<file path="src/hw/aptc_pkg.sv">
// Package of constants and types for the pair trigger control block
package aptc_pkg;
    localparam int           NUM_PAIRS      = 4;
    localparam int           SEL_W          = 5;
    localparam int           NUM_SRC        = 16;
    // Register byte addresses
    localparam logic [31:0]  ADDR_CTRL_ONE  = 32'h0000_0000;
    localparam logic [31:0]  ADDR_CTRL_TWO  = 32'h0000_0004;
    localparam logic [31:0]  ADDR_STATUS    = 32'h0000_0008;
    localparam logic [15:0]  CTRL_RESET     = 16'h0000;
    // Field positions inside one control byte
    localparam int           FLD_IRQ_EN     = 7;
    localparam int           FLD_PEND       = 6;
    localparam int           FLD_SW_TRIG    = 5;
    localparam int           FLD_SEL_LO     = 0;
    localparam int           BYTE_W         = 8;
    // Selector codes
    localparam logic [4:0]   SEL_OFF        = 5'h00;
    localparam logic [4:0]   SEL_SW_OWN     = 5'h01;
    localparam logic [4:0]   SEL_SW_GLOBAL  = 5'h02;
    localparam logic [4:0]   SEL_SPECIAL    = 5'h03;
    localparam logic [4:0]   SEL_PRI_FIRST  = 5'h04;
    localparam logic [4:0]   SEL_PRI_LAST   = 5'h07;
    localparam logic [4:0]   SEL_TMR1       = 5'h0c;
    localparam logic [4:0]   SEL_SEC_FIRST  = 5'h0e;
    localparam logic [4:0]   SEL_SEC_LAST   = 5'h11;
    localparam logic [4:0]   SEL_CL_FIRST   = 5'h17;
    localparam logic [4:0]   SEL_CL_LAST    = 5'h1a;
    localparam logic [4:0]   SEL_TMR2       = 5'h1f;
    // Hardware source vector bit positions
    localparam int           SRC_SPECIAL    = 0;
    localparam int           SRC_PRI        = 1;
    localparam int           SRC_SEC        = 5;
    localparam int           SRC_CL         = 9;
    localparam int           SRC_TMR1       = 13;
    localparam int           SRC_TMR2       = 14;
    localparam int           SRC_GLOBAL     = 15;
    localparam logic [1:0]   HTRANS_NONSEQ  = 2'b10;

    typedef enum logic [1:0] {
        APTC_IDLE = 2'b00,
        APTC_REQ  = 2'b01,
        APTC_WAIT = 2'b11
    } aptc_seq_e;
endpackage : aptc_pkg

</file>
<file path="src/hw/aptc_top.sv">
// Trigger and request control for converter pairs two to five
//
// Functional notes
// - Each pair has a five-bit trigger selector; code zero disables it.
// - Code 1 uses the pair's software trigger; code 2 the global trigger.
// - Code 3 starts the pair on the special event trigger.
// - Codes 4 to 7 select primary triggers of generators one to four.
// - Code 12 starts on timer one period match; code 31 on timer two.
// - Codes 14 to 17 select secondary triggers of generators one to four.
// - Codes 23 to 26 select current-limit triggers of generators one to four.
// - Pending flag sets when the selected source asserts.
// - Pending flag clears once both channels of the pair converted.
// - With interrupt enable set, completion raises an interrupt request.
// - Software trigger bit requests conversion only under software selection.
// - Software trigger bit clears when the pair's pending flag sets.
// - Pending conversion waits while converter busy, then runs.
// - Control one: high byte pair three, low byte pair two.
// - Control two high byte: enable, pending, trigger, selector of pair five.
// - Control two low byte: same controls for pair four.
`timescale 1ns/10ps
`default_nettype none
module aptc_top
    import aptc_pkg::*;
(
    input  wire logic                  I_CLK_SYS,
    input  wire logic                  I_ARST_N,
    input  wire logic                  I_HSEL,
    input  wire logic [31:0]           I_HADDR,
    input  wire logic [1:0]            I_HTRANS,
    input  wire logic                  I_HWRITE,
    input  wire logic [2:0]            I_HSIZE,
    input  wire logic [31:0]           I_HWDATA,
    input  wire logic                  I_HREADY,
    output logic      [31:0]           O_HRDATA,
    output logic                       O_HREADYOUT,
    output logic                       O_HRESP,
    input  wire logic                  I_SPECIAL_TRIG,
    input  wire logic [3:0]            I_PWM_PRI_TRIG,
    input  wire logic [3:0]            I_PWM_SEC_TRIG,
    input  wire logic [3:0]            I_PWM_CL_TRIG,
    input  wire logic                  I_TMR1_MATCH,
    input  wire logic                  I_TMR2_MATCH,
    input  wire logic                  I_GLOBAL_SW_TRIG,
    output logic                       O_CONV_REQ,
    output logic      [1:0]            O_CONV_PAIR,
    input  wire logic                  I_CONV_ACK,
    input  wire logic                  I_CONV_DONE,
    output logic      [NUM_PAIRS-1:0]  O_PAIR_IRQ
);

    ////////////////////////////////////////////////////////////////////////
    // Map a selector to a source bit; reserved and off give no source
    function automatic logic src_hit(input logic [4:0] sel, input logic [NUM_SRC-1:0] edges);
        logic hit;
        hit = 1'b0;
        if (sel == SEL_SW_GLOBAL)
            hit = edges[SRC_GLOBAL];
        else if (sel == SEL_SPECIAL)
            hit = edges[SRC_SPECIAL];
        else if (sel >= SEL_PRI_FIRST && sel <= SEL_PRI_LAST)
            hit = edges[SRC_PRI + int'(sel - SEL_PRI_FIRST)];
        else if (sel == SEL_TMR1)
            hit = edges[SRC_TMR1];
        else if (sel == SEL_TMR2)
            hit = edges[SRC_TMR2];
        else if (sel >= SEL_SEC_FIRST && sel <= SEL_SEC_LAST)
            hit = edges[SRC_SEC + int'(sel - SEL_SEC_FIRST)];
        else if (sel >= SEL_CL_FIRST && sel <= SEL_CL_LAST)
            hit = edges[SRC_CL + int'(sel - SEL_CL_FIRST)];
        return hit;
    endfunction

    ////////////////////////////////////////////////////////////////////////
    // Address phase qualifier shared by the read and write paths
    function automatic logic bus_take(
        input logic       sel,
        input logic       ready,
        input logic [1:0] trans
    );
        logic take;
        take = sel && ready && (trans == HTRANS_NONSEQ);
        return take;
    endfunction

    ////////////////////////////////////////////////////////////////////////
    // Writable control registers
    function automatic logic reg_is_ctrl(input logic [31:0] addr);
        logic ok;
        ok = 1'b0;
        if (addr == ADDR_CTRL_ONE)
            ok = 1'b1;
        else if (addr == ADDR_CTRL_TWO)
            ok = 1'b1;
        return ok;
    endfunction

    ////////////////////////////////////////////////////////////////////////
    // Pairs two and three sit in control one, four and five in control two
    function automatic logic pair_in_reg(input int pair, input logic [31:0] addr);
        logic in_reg;
        in_reg = (addr == ADDR_CTRL_ONE) == (pair < 2);
        return in_reg;
    endfunction

    ////////////////////////////////////////////////////////////////////////
    // Bit position of a field inside the byte lane that serves a pair
    function automatic int lane_pos(input int pair, input int fld);
        int pos;
        pos = (pair % 2) * BYTE_W + fld;
        return pos;
    endfunction

    ////////////////////////////////////////////////////////////////////////
    // Read word of one register; unmapped offsets read as zero
    function automatic logic [31:0] read_word(
        input logic [31:0]       addr,
        input logic [BYTE_W-1:0] img0,
        input logic [BYTE_W-1:0] img1,
        input logic [BYTE_W-1:0] img2,
        input logic [BYTE_W-1:0] img3,
        input logic [3:0]        status
    );
        logic [31:0] word;
        word = '0;
        if (addr == ADDR_CTRL_ONE)
            word = {16'h0000, img1, img0};
        else if (addr == ADDR_CTRL_TWO)
            word = {16'h0000, img3, img2};
        else if (addr == ADDR_STATUS)
            word = {28'h0000000, status};
        return word;
    endfunction

    typedef struct packed {
        logic [NUM_SRC-1:0]    sync1;
        logic [NUM_SRC-1:0]    sync2;
        logic [NUM_SRC-1:0]    last;
        logic [NUM_PAIRS-1:0]  irq_en;
        logic [NUM_PAIRS-1:0]  pend;
        logic [NUM_PAIRS-1:0]  sw_trig;
        logic [NUM_PAIRS-1:0][SEL_W-1:0] sel;
        logic [NUM_PAIRS-1:0]  irq;
        aptc_seq_e             seq;
        logic [1:0]            pair;
        logic                  wr_pend;
        logic                  rd_pend;
        logic [31:0]           addr;
        logic [31:0]           rdata;
    } aptc_state_s;

    aptc_state_s st_reg;
    aptc_state_s st_next;
    logic [NUM_SRC-1:0] src_raw;
    logic [NUM_SRC-1:0] src_edge;
    logic               addr_ok;
    logic [15:0]        wr_half;
    logic [1:0]         lowest;
    logic               any_pend;
    logic [BYTE_W-1:0]  byte_img [NUM_PAIRS];
    logic [3:0]         status_now;

    assign src_raw = {I_GLOBAL_SW_TRIG, I_TMR2_MATCH, I_TMR1_MATCH, I_PWM_CL_TRIG,
                      I_PWM_SEC_TRIG, I_PWM_PRI_TRIG, I_SPECIAL_TRIG};
    assign src_edge = st_reg.sync2 & ~st_reg.last;

    ////////////////////////////////////////////////////////////////////////
    // Per-pair byte image as software sees it
    genvar gp;
    generate
        for (gp = 0; gp < NUM_PAIRS; gp++)
        begin : g_img
            always_comb
            begin
                byte_img[gp] = {st_reg.irq_en[gp], st_reg.pend[gp], st_reg.sw_trig[gp], st_reg.sel[gp]};
            end
        end
    endgenerate

    // Status bits: busy, served pair, any pending
    always_comb
    begin
        status_now = {st_reg.seq != APTC_IDLE, st_reg.pair, any_pend};
    end

    always_comb
    begin
        lowest = 2'd0;
        any_pend = 1'b0;
        for (int k = NUM_PAIRS - 1; k >= 0; k--)
        begin
            if (st_reg.pend[k])
            begin
                lowest = 2'(k);
                any_pend = 1'b1;
            end
        end
    end

    always_comb
    begin
        logic hit;
        logic wr_now;
        logic rd_now;
        hit = 1'b0;
        wr_now = 1'b0;
        rd_now = 1'b0;
        st_next = st_reg;
        st_next.sync1 = src_raw;
        st_next.sync2 = st_reg.sync1;
        st_next.last  = st_reg.sync2;
        st_next.irq   = '0;
        addr_ok = reg_is_ctrl(st_reg.addr);
        wr_half = I_HWDATA[15:0];
        wr_now = st_reg.wr_pend && addr_ok;
        rd_now = bus_take(I_HSEL, I_HREADY, I_HTRANS) && !I_HWRITE;

        // Bus write lands in data phase; pending bits stay hardware owned
        if (wr_now)
        begin
            for (int p = 0; p < NUM_PAIRS; p++)
            begin
                if (pair_in_reg(p, st_reg.addr))
                begin
                    st_next.irq_en[p] = wr_half[lane_pos(p, FLD_IRQ_EN)];
                    st_next.sw_trig[p] = wr_half[lane_pos(p, FLD_SW_TRIG)];
                    st_next.sel[p] = wr_half[lane_pos(p, FLD_SEL_LO) +: SEL_W];
                end
            end
        end

        // Trigger detection per pair
        for (int p = 0; p < NUM_PAIRS; p++)
        begin
            hit = src_hit(st_reg.sel[p], src_edge);
            if (st_reg.sel[p] == SEL_SW_OWN)
                hit = st_reg.sw_trig[p];
            if (hit && !st_reg.pend[p])
            begin
                st_next.pend[p] = 1'b1;
                st_next.sw_trig[p] = 1'b0;
            end
            else if (st_reg.sel[p] != SEL_SW_OWN && st_reg.sw_trig[p])
                st_next.sw_trig[p] = 1'b0;
        end

        // Sequencer hand-off; waits on acknowledge while converter busy
        case (st_reg.seq)
            APTC_IDLE:
            begin
                if (any_pend)
                begin
                    st_next.pair = lowest;
                    st_next.seq = APTC_REQ;
                end
            end
            APTC_REQ:
            begin
                if (I_CONV_ACK)
                    st_next.seq = APTC_WAIT;
            end
            APTC_WAIT:
            begin
                if (I_CONV_DONE)
                begin
                    st_next.pend[st_reg.pair] = 1'b0;
                    st_next.irq[st_reg.pair] = st_reg.irq_en[st_reg.pair];
                    st_next.seq = APTC_IDLE;
                end
            end
            default:
                st_next.seq = APTC_IDLE;
        endcase

        // Address phase capture and read data
        st_next.wr_pend = bus_take(I_HSEL, I_HREADY, I_HTRANS) && I_HWRITE;
        if (bus_take(I_HSEL, I_HREADY, I_HTRANS))
            st_next.addr = I_HADDR;
        if (rd_now)
        begin
            st_next.rdata = read_word(I_HADDR, byte_img[0], byte_img[1], byte_img[2], byte_img[3],
                                      status_now);
        end
    end

    always_ff @(posedge I_CLK_SYS or negedge I_ARST_N)
    begin
        if (!I_ARST_N)
        begin
            st_reg <= '{seq: APTC_IDLE, pair: 2'd0, default: '0};
        end
        else
        begin
            st_reg <= st_next;
        end
    end

    ////////////////////////////////////////////////////////////////////////
    // Registered outputs; the bus answers at once with OKAY
    assign O_HRDATA    = st_reg.rdata;
    assign O_HREADYOUT = 1'b1;
    assign O_HRESP     = 1'b0;
    assign O_CONV_REQ  = st_reg.seq == APTC_REQ;
    assign O_CONV_PAIR = st_reg.pair;
    assign O_PAIR_IRQ  = st_reg.irq;

endmodule : aptc_top
`default_nettype wire

</file>
<file path="config.mk">
export PLATFORM = sky130hd
export DESIGN_NAME = aptc_top
export DESIGN_NICKNAME = d
export VERILOG_FILES = /design/src/hw/aptc_pkg.sv /design/src/hw/aptc_top.sv
export SDC_FILE = /design/constraint.sdc
export NUM_CORES = 1
export LEC_CHECK = 0
export ABC_CLOCK_PERIOD_IN_PS = 6700
export BUFFER_PORTS_ARGS = -buffer_cell sky130_fd_sc_hd__buf_2
export CAP_MARGIN = 20
export CORE_MARGIN = 3
export CORE_UTILIZATION = 50
export CTS_BUF_LIST = sky130_fd_sc_hd__clkbuf_8 sky130_fd_sc_hd__clkbuf_16
export CTS_CLUSTER_DIAMETER = 150
export DETAILED_ROUTE_END_ITERATION = 10
export HOLD_SLACK_MARGIN = 0.02
export PLACE_DENSITY_LB_ADDON = 0.12
export SYNTH_ARGS = -nofsm -noshare
export SYNTH_HDL_FRONTEND = slang
export SYNTH_SLANG_ARGS = --single-unit
</file>
<file path="constraint.sdc">
create_clock -name I_CLK_SYS -period 6.7 [get_ports I_CLK_SYS]
set_input_delay 0.335 -clock I_CLK_SYS [delete_from_list [all_inputs] [get_ports I_CLK_SYS]]
set_output_delay 0.335 -clock I_CLK_SYS [all_outputs]
set_load 0.01 [all_outputs]
</file>
# Yosys cells after proc, flatten, opt, wreduce, memory -nomap -nowiden

Cells that the tools add are included.

Bits in latches: 0
Input port bits: 92
Bits in read-only memories: 0
Memories kept: 0
Register bits after elaboration: 153
RAM bits: 0
Output and inout port bits: 41
Word-level logic and storage cells: 285

Shift operators: 0
Div/mod/pow operators: 0
Bitwise gates (word level): 6
Multiply operators: 0
Reductions and logical operators: 49
$add $sub $neg: 24
$lt $le $gt $ge: 38
Multiplexer cells: 113
Equal/unequal tests: 35

Operators with widths:

| cell                                                                                 | count |
|---|---|
| 7-bit by 6-bit less-than comparator with 1-bit output (second input constant)        | 12 |
| 1-bit 2-to-1 mux                                                                     | 80 |
| 32-bit by 3-bit equality test with 1-bit output (second input constant)              | 2 |
| 32-bit logical NOT                                                                   | 2 |
| 1-bit binary-select mux with 4-bit select                                            | 12 |
| 5-bit by 2-bit equality test with 1-bit output (second input constant)               | 8 |
| 5-bit less-or-equal comparator (second input constant)                               | 8 |
| 32-bit by 4-bit equality test with 1-bit output (second input constant)              | 1 |
| 16-bit 2-to-1 mux                                                                    | 2 |
| 2-bit by 6-bit adder with 7-bit output (first input constant)                        | 4 |
| 4-bit by 6-bit adder with 7-bit output (first input constant)                        | 4 |
| 5-bit by 6-bit adder with 7-bit output (first input constant)                        | 4 |
| 1-bit logical AND                                                                    | 26 |
| 24-bit 2-to-1 mux                                                                    | 1 |
| 5-bit by 3-bit subtractor with 6-bit output (second input constant)                  | 4 |
| 5-bit by 4-bit subtractor with 6-bit output (second input constant)                  | 4 |
| 5-bit by 5-bit subtractor with 6-bit output (second input constant)                  | 4 |
| 5-bit by 1-bit equality test with 1-bit output (second input constant)               | 4 |
| 5-bit by 4-bit equality test with 1-bit output (second input constant)               | 4 |
| 5-bit equality test (second input constant)                                          | 4 |
| 5-bit by 3-bit greater-or-equal comparator with 1-bit output (second input constant) | 4 |
| 5-bit by 4-bit greater-or-equal comparator with 1-bit output (second input constant) | 4 |
| 5-bit greater-or-equal comparator (second input constant)                            | 4 |
| 5-bit by 3-bit less-or-equal comparator with 1-bit output (second input constant)    | 4 |
| other kinds (26)                                                                     | 59 |

# Logic depth before layout (Yosys ltp)

Depth after elaboration: 18
Depth in mapped cells: 12
Mapped depth without buffers: 10

# Least setup slack after synthesis

OpenSTA, ideal clock, no wires.

Path kind: register to register
Start point: register st_reg (netlist bit byte_img[8])
End point: register st_reg (netlist bit byte_img[13])
Arrival: 2799 ps
Buffers on the path: 1
Stages on the path, launching flop included: 11
Required time: 6580 ps
Clock period less this slack: 2919 ps
Slack: 3781 ps
Library setup time: 120 ps
Cell sequence: dfrtp_1 ha_1 buf_4 xnor2_2 xor2_1 mux4_2 mux2_2 a2bb2oi_1 a31oi_1 o211ai_1 a31o_1

Word-level cells in the longest chain between the ends: 16
Elaborated cells on any way between the ends: 45
Those cells by class: 6 x add/sub; 6 x order compare; 7 x eq/ne; 19 x mux; 7 x reduce/logical

Ends and longest elaborated chain:

| item                                                                                     | line            | text |
|---|---|---|
| from (decl)                                                                              | aptc_top.sv:151 | `aptc_state_s st_reg;` |
| from (signal assigned)                                                                   | aptc_top.sv:293 | `st_reg <= st_next;` |
| 5-bit by 5-bit subtractor with 6-bit output                                              | aptc_top.sv:69  | `hit = edges[SRC_CL + int'(sel - SEL_CL_FIRST)];` |
| 5-bit by 6-bit adder with 7-bit output                                                   | aptc_top.sv:69  |  |
| 1-bit binary-select mux with 4-bit select                                                | aptc_top.sv:69  |  |
| 1-bit 2-to-1 mux (implied by the code) (2 in a row)                                      | aptc_top.sv:69  |  |
| 1-bit 2-to-1 mux                                                                         | aptc_top.sv:68  | `else if (sel >= SEL_CL_FIRST && sel <= SEL_CL_LAST)` |
| 1-bit 2-to-1 mux                                                                         | aptc_top.sv:66  | `else if (sel >= SEL_SEC_FIRST && sel <= SEL_SEC_LAST)` |
| 1-bit 2-to-1 mux                                                                         | aptc_top.sv:64  | `else if (sel == SEL_TMR2)` |
| 1-bit 2-to-1 mux                                                                         | aptc_top.sv:62  | `else if (sel == SEL_TMR1)` |
| 1-bit 2-to-1 mux                                                                         | aptc_top.sv:60  | `else if (sel >= SEL_PRI_FIRST && sel <= SEL_PRI_LAST)` |
| 1-bit 2-to-1 mux                                                                         | aptc_top.sv:58  | `else if (sel == SEL_SPECIAL)` |
| 1-bit 2-to-1 mux                                                                         | aptc_top.sv:56  | `if (sel == SEL_SW_GLOBAL)` |
| 1-bit 2-to-1 mux                                                                         | aptc_top.sv:235 | `if (st_reg.sel[p] == SEL_SW_OWN)` |
| 1-bit logical AND                                                                        | aptc_top.sv:237 | `if (hit && !st_reg.pend[p])` |
| 3-bit by 1-bit != test with 1-bit output (no line) or 3-bit nonzero test (tied branches) | -               |  |
| 2-bit AND reduction (no line)                                                            | -               |  |

Several ways; a longest one is shown, not always the timed one. The select of a mux whose other input is x is not followed.
A chain may end at the register's enable or synchronous reset.

==> impl_metrics.tcl <==
set metrics [dict create \
    status "completed" \
    crit_chain "clkinv_1 -> ha_1 -> nand2b_1 -> o21ai_2 -> xnor2_2 -> nor2_1 -> a2111oi_0 -> nor3_1 -> o41ai_1 -> a32oi_1" \
    dominantRegCellSynth "dfrtp_1" \
    portBuffers 93 \
    wl_mm 22.4 \
    setup_tns_ps 0 \
    clk_path_buf_depth 2 \
    clock_skew_ps 6.52 \
    die_area_um2 19300 \
    core-area_um2 17300 \
    antennaDiodeCount 0 \
    ioPinCount 133 \
    endpoint_kind "flip-flop" \
    period_minus_slack_ps 4080 \
    grt_pass1_wl_mm 36.6 \
    yosys-top-cells-area "dfrtp_1, mux4_2, ha_1" \
    die_h_um 139 \
    routed_via_density 5.86 \
    final_cells 1142 \
    wire_per_inst_um 19.6 \
    overflow 0 \
    fp-row-count 48 \
    ys_async_sr_fraction_pct 100 \
    gp_congestion 0.870 \
    hold_path_class "in -> reg" \
    syn_avg_cell_area_um2 10.6 \
    ir_drop_uv 213 \
    yosys_warnings 0 \
    area_growth_pct 13.5 \
    grt_pass1_vias 6934 \
    yosysTopAreaCell "dfrtp_1" \
    drive_above_1_share_pct 23.2 \
    synthDistinctLibCells 68 \
    cts_tree "yes" \
    numCtsBuffers 17 \
    finalSetupViolations 0 \
    leakage_nw 4.53 \
    clk_latency_ps 420 \
    finalCritPeriodShare_pct 60.8 \
    syn_area_um2 8850 \
    yosysTopAreaCellShare_pct 38.7 \
    place_inst 1094 \
    fin_ws_ps 2620 \
    grt_start_max_net_pins 76 \
    slew_headroom_pct 39.1 \
    critical_path.slowest_cell "dfrtp_1" \
    slowest_delay_ps 780 \
    ys_seq_area_share_pct 38.7 \
    tightest_slew_ps 913 \
    arrival_ps 4340 \
    numClockSinks 137 \
    cts_setup_buffers 0 \
    vias 6688 \
    largest_reg_flops 51 \
    layout_common_cells "dfrtp_1, buf_2, nand2_1, ha_1, mux2i_1" \
    drv_slew 0 \
    rsz0062_at_grt "no" \
    ant_nets 0 \
    power_mw 2.30 \
    layout_commonest_cell "dfrtp_1" \
    synth_edf_count 0 \
    hpwl_mm 16.2 \
    powerDensity_nw_per_um2 229 \
    finalHoldViolCount 0 \
    drv_cap 0 \
    grt.total_usage_pct 23.5 \
    die_w_um 139 \
    critPathMaxFanout 19 \
    syn_inst 838 \
    max_freq_mhz 245 \
    path_class "reg -> reg" \
    start_util_pct 51.2 \
    cp.required_ps 6960 \
    place_ws_ps 2600 \
    drtPass1Iterations 5 \
    fin_nets 1049 \
    grt_antenna_before_repair 0 \
    cp-start-kind "flip-flop" \
    htree_num_levels 4 \
    root_buffer "clkbuf_16" \
    drc 0 \
    synth-seq-cells 137 \
    drt-initial-drc-count 436 \
    clk_pin_slew_ps 60 \
]
## worst paths after layout
kind | start | endpoint | slack, ps | depth (start not counted)
max in group asynchronous | I_ARST_N | st_next[137] | 4880 | 3
min | I_HWDATA[12] | byte_img[4] | 140 | 3
min in group asynchronous | I_ARST_N | st_reg[69] | 490 | 2
min reg2reg | st_next[133] | st_next[117] | 340 | 0
max | byte_img[0] | byte_img[6] | 2620 | 10
max reg2reg | byte_img[0] | byte_img[6] | 2620 | 10
## critical path: cells and delay by family (launching register included)
kind	cells	cell delay, ps
DFF	1	780
buffers and inverters	1	480
and+or+nand+nor	3	450
adders and majority gates	1	580
xor gates and xnor gates	1	420
AOI/OAI and AO/OA	4	1210
## per-stage QoR
step	hold WS (ps)	cell area (um2)	util, %
after floorplan	39.4	8910	-
after global placement	332	9230	53.4
after detailed placement	335	9230	53.4
after CTS	120	10000	58.1
after global routing	132	10000	58.1
final	138	10000	58.1
## power by group
part           total, mW  switching, mW  internal [mW]
Sequential         0.978         0.0742          0.904
Clock               1.02          0.377          0.648
Combinational      0.297          0.149          0.148
## metal layers
metal / GRT usage [%] / routed length [um] / up-vias
li1: - / - / 3127
met1: 33.1 / 10400 / 3298
met2: 37.8 / 10600 / 246
met3: 4.52 / 1220 / 17
met4: 6.18 / 252 / 0
met5: 0 / 0 / -
## cell type report
class,instances,area (um2)
inverter,31,116
clock buffer,19,453
clock inverter,12,189
fill,1496,7250
sequential,137,3430
multi-input combinational,604,4900
timing repair buffer,114,672
tap,225,282
## synthesized netlist by cell type (all sizes together), types with 3 or more instances
master    n
xor2     10
a21o      4
mux4     35
buf      49
nor2b    17
nor2     35
nand2    70
a32oi     4
mux2i    47
nand3b    3
nor3     11
dfrtp   137
a21oi    41
a31oi     7
a21boi    3
nand4     7
and2      3
nor4     16
and3      5
o22ai     8
a32o      3
nand3     9
a211oi    8
inv      29
o211ai    4
o311ai    3
a22oi     5
o21ai    48
clkbuf   33
xnor2    17
ha       52
mux2     41
o21a      5
a22o      4
nand2b   27
## repair_timing
| item | 4_1_cts | 5_1_grt |
|---|---|---|
| hold buffers | 17 | 0 |
| resized for setup | 0 | 0 |
| endpoints found under the hold margin | 78 | 0 |
## kinds of logic after synthesis
family | count (synthesis) | share of synthesized area, %
DFF | 137 | 38.7
xor gates and xnor gates | 27 | 3.10
muxes | 123 | 19.6
AOI/OAI and AO/OA | 169 | 12.2
other | 2 | 0.0848
and+or+nand+nor | 214 | 12.2
buffers and inverters | 113 | 6.66
adders and majority gates | 53 | 7.46
Note: power is estimated with default switching activity, not from simulation.
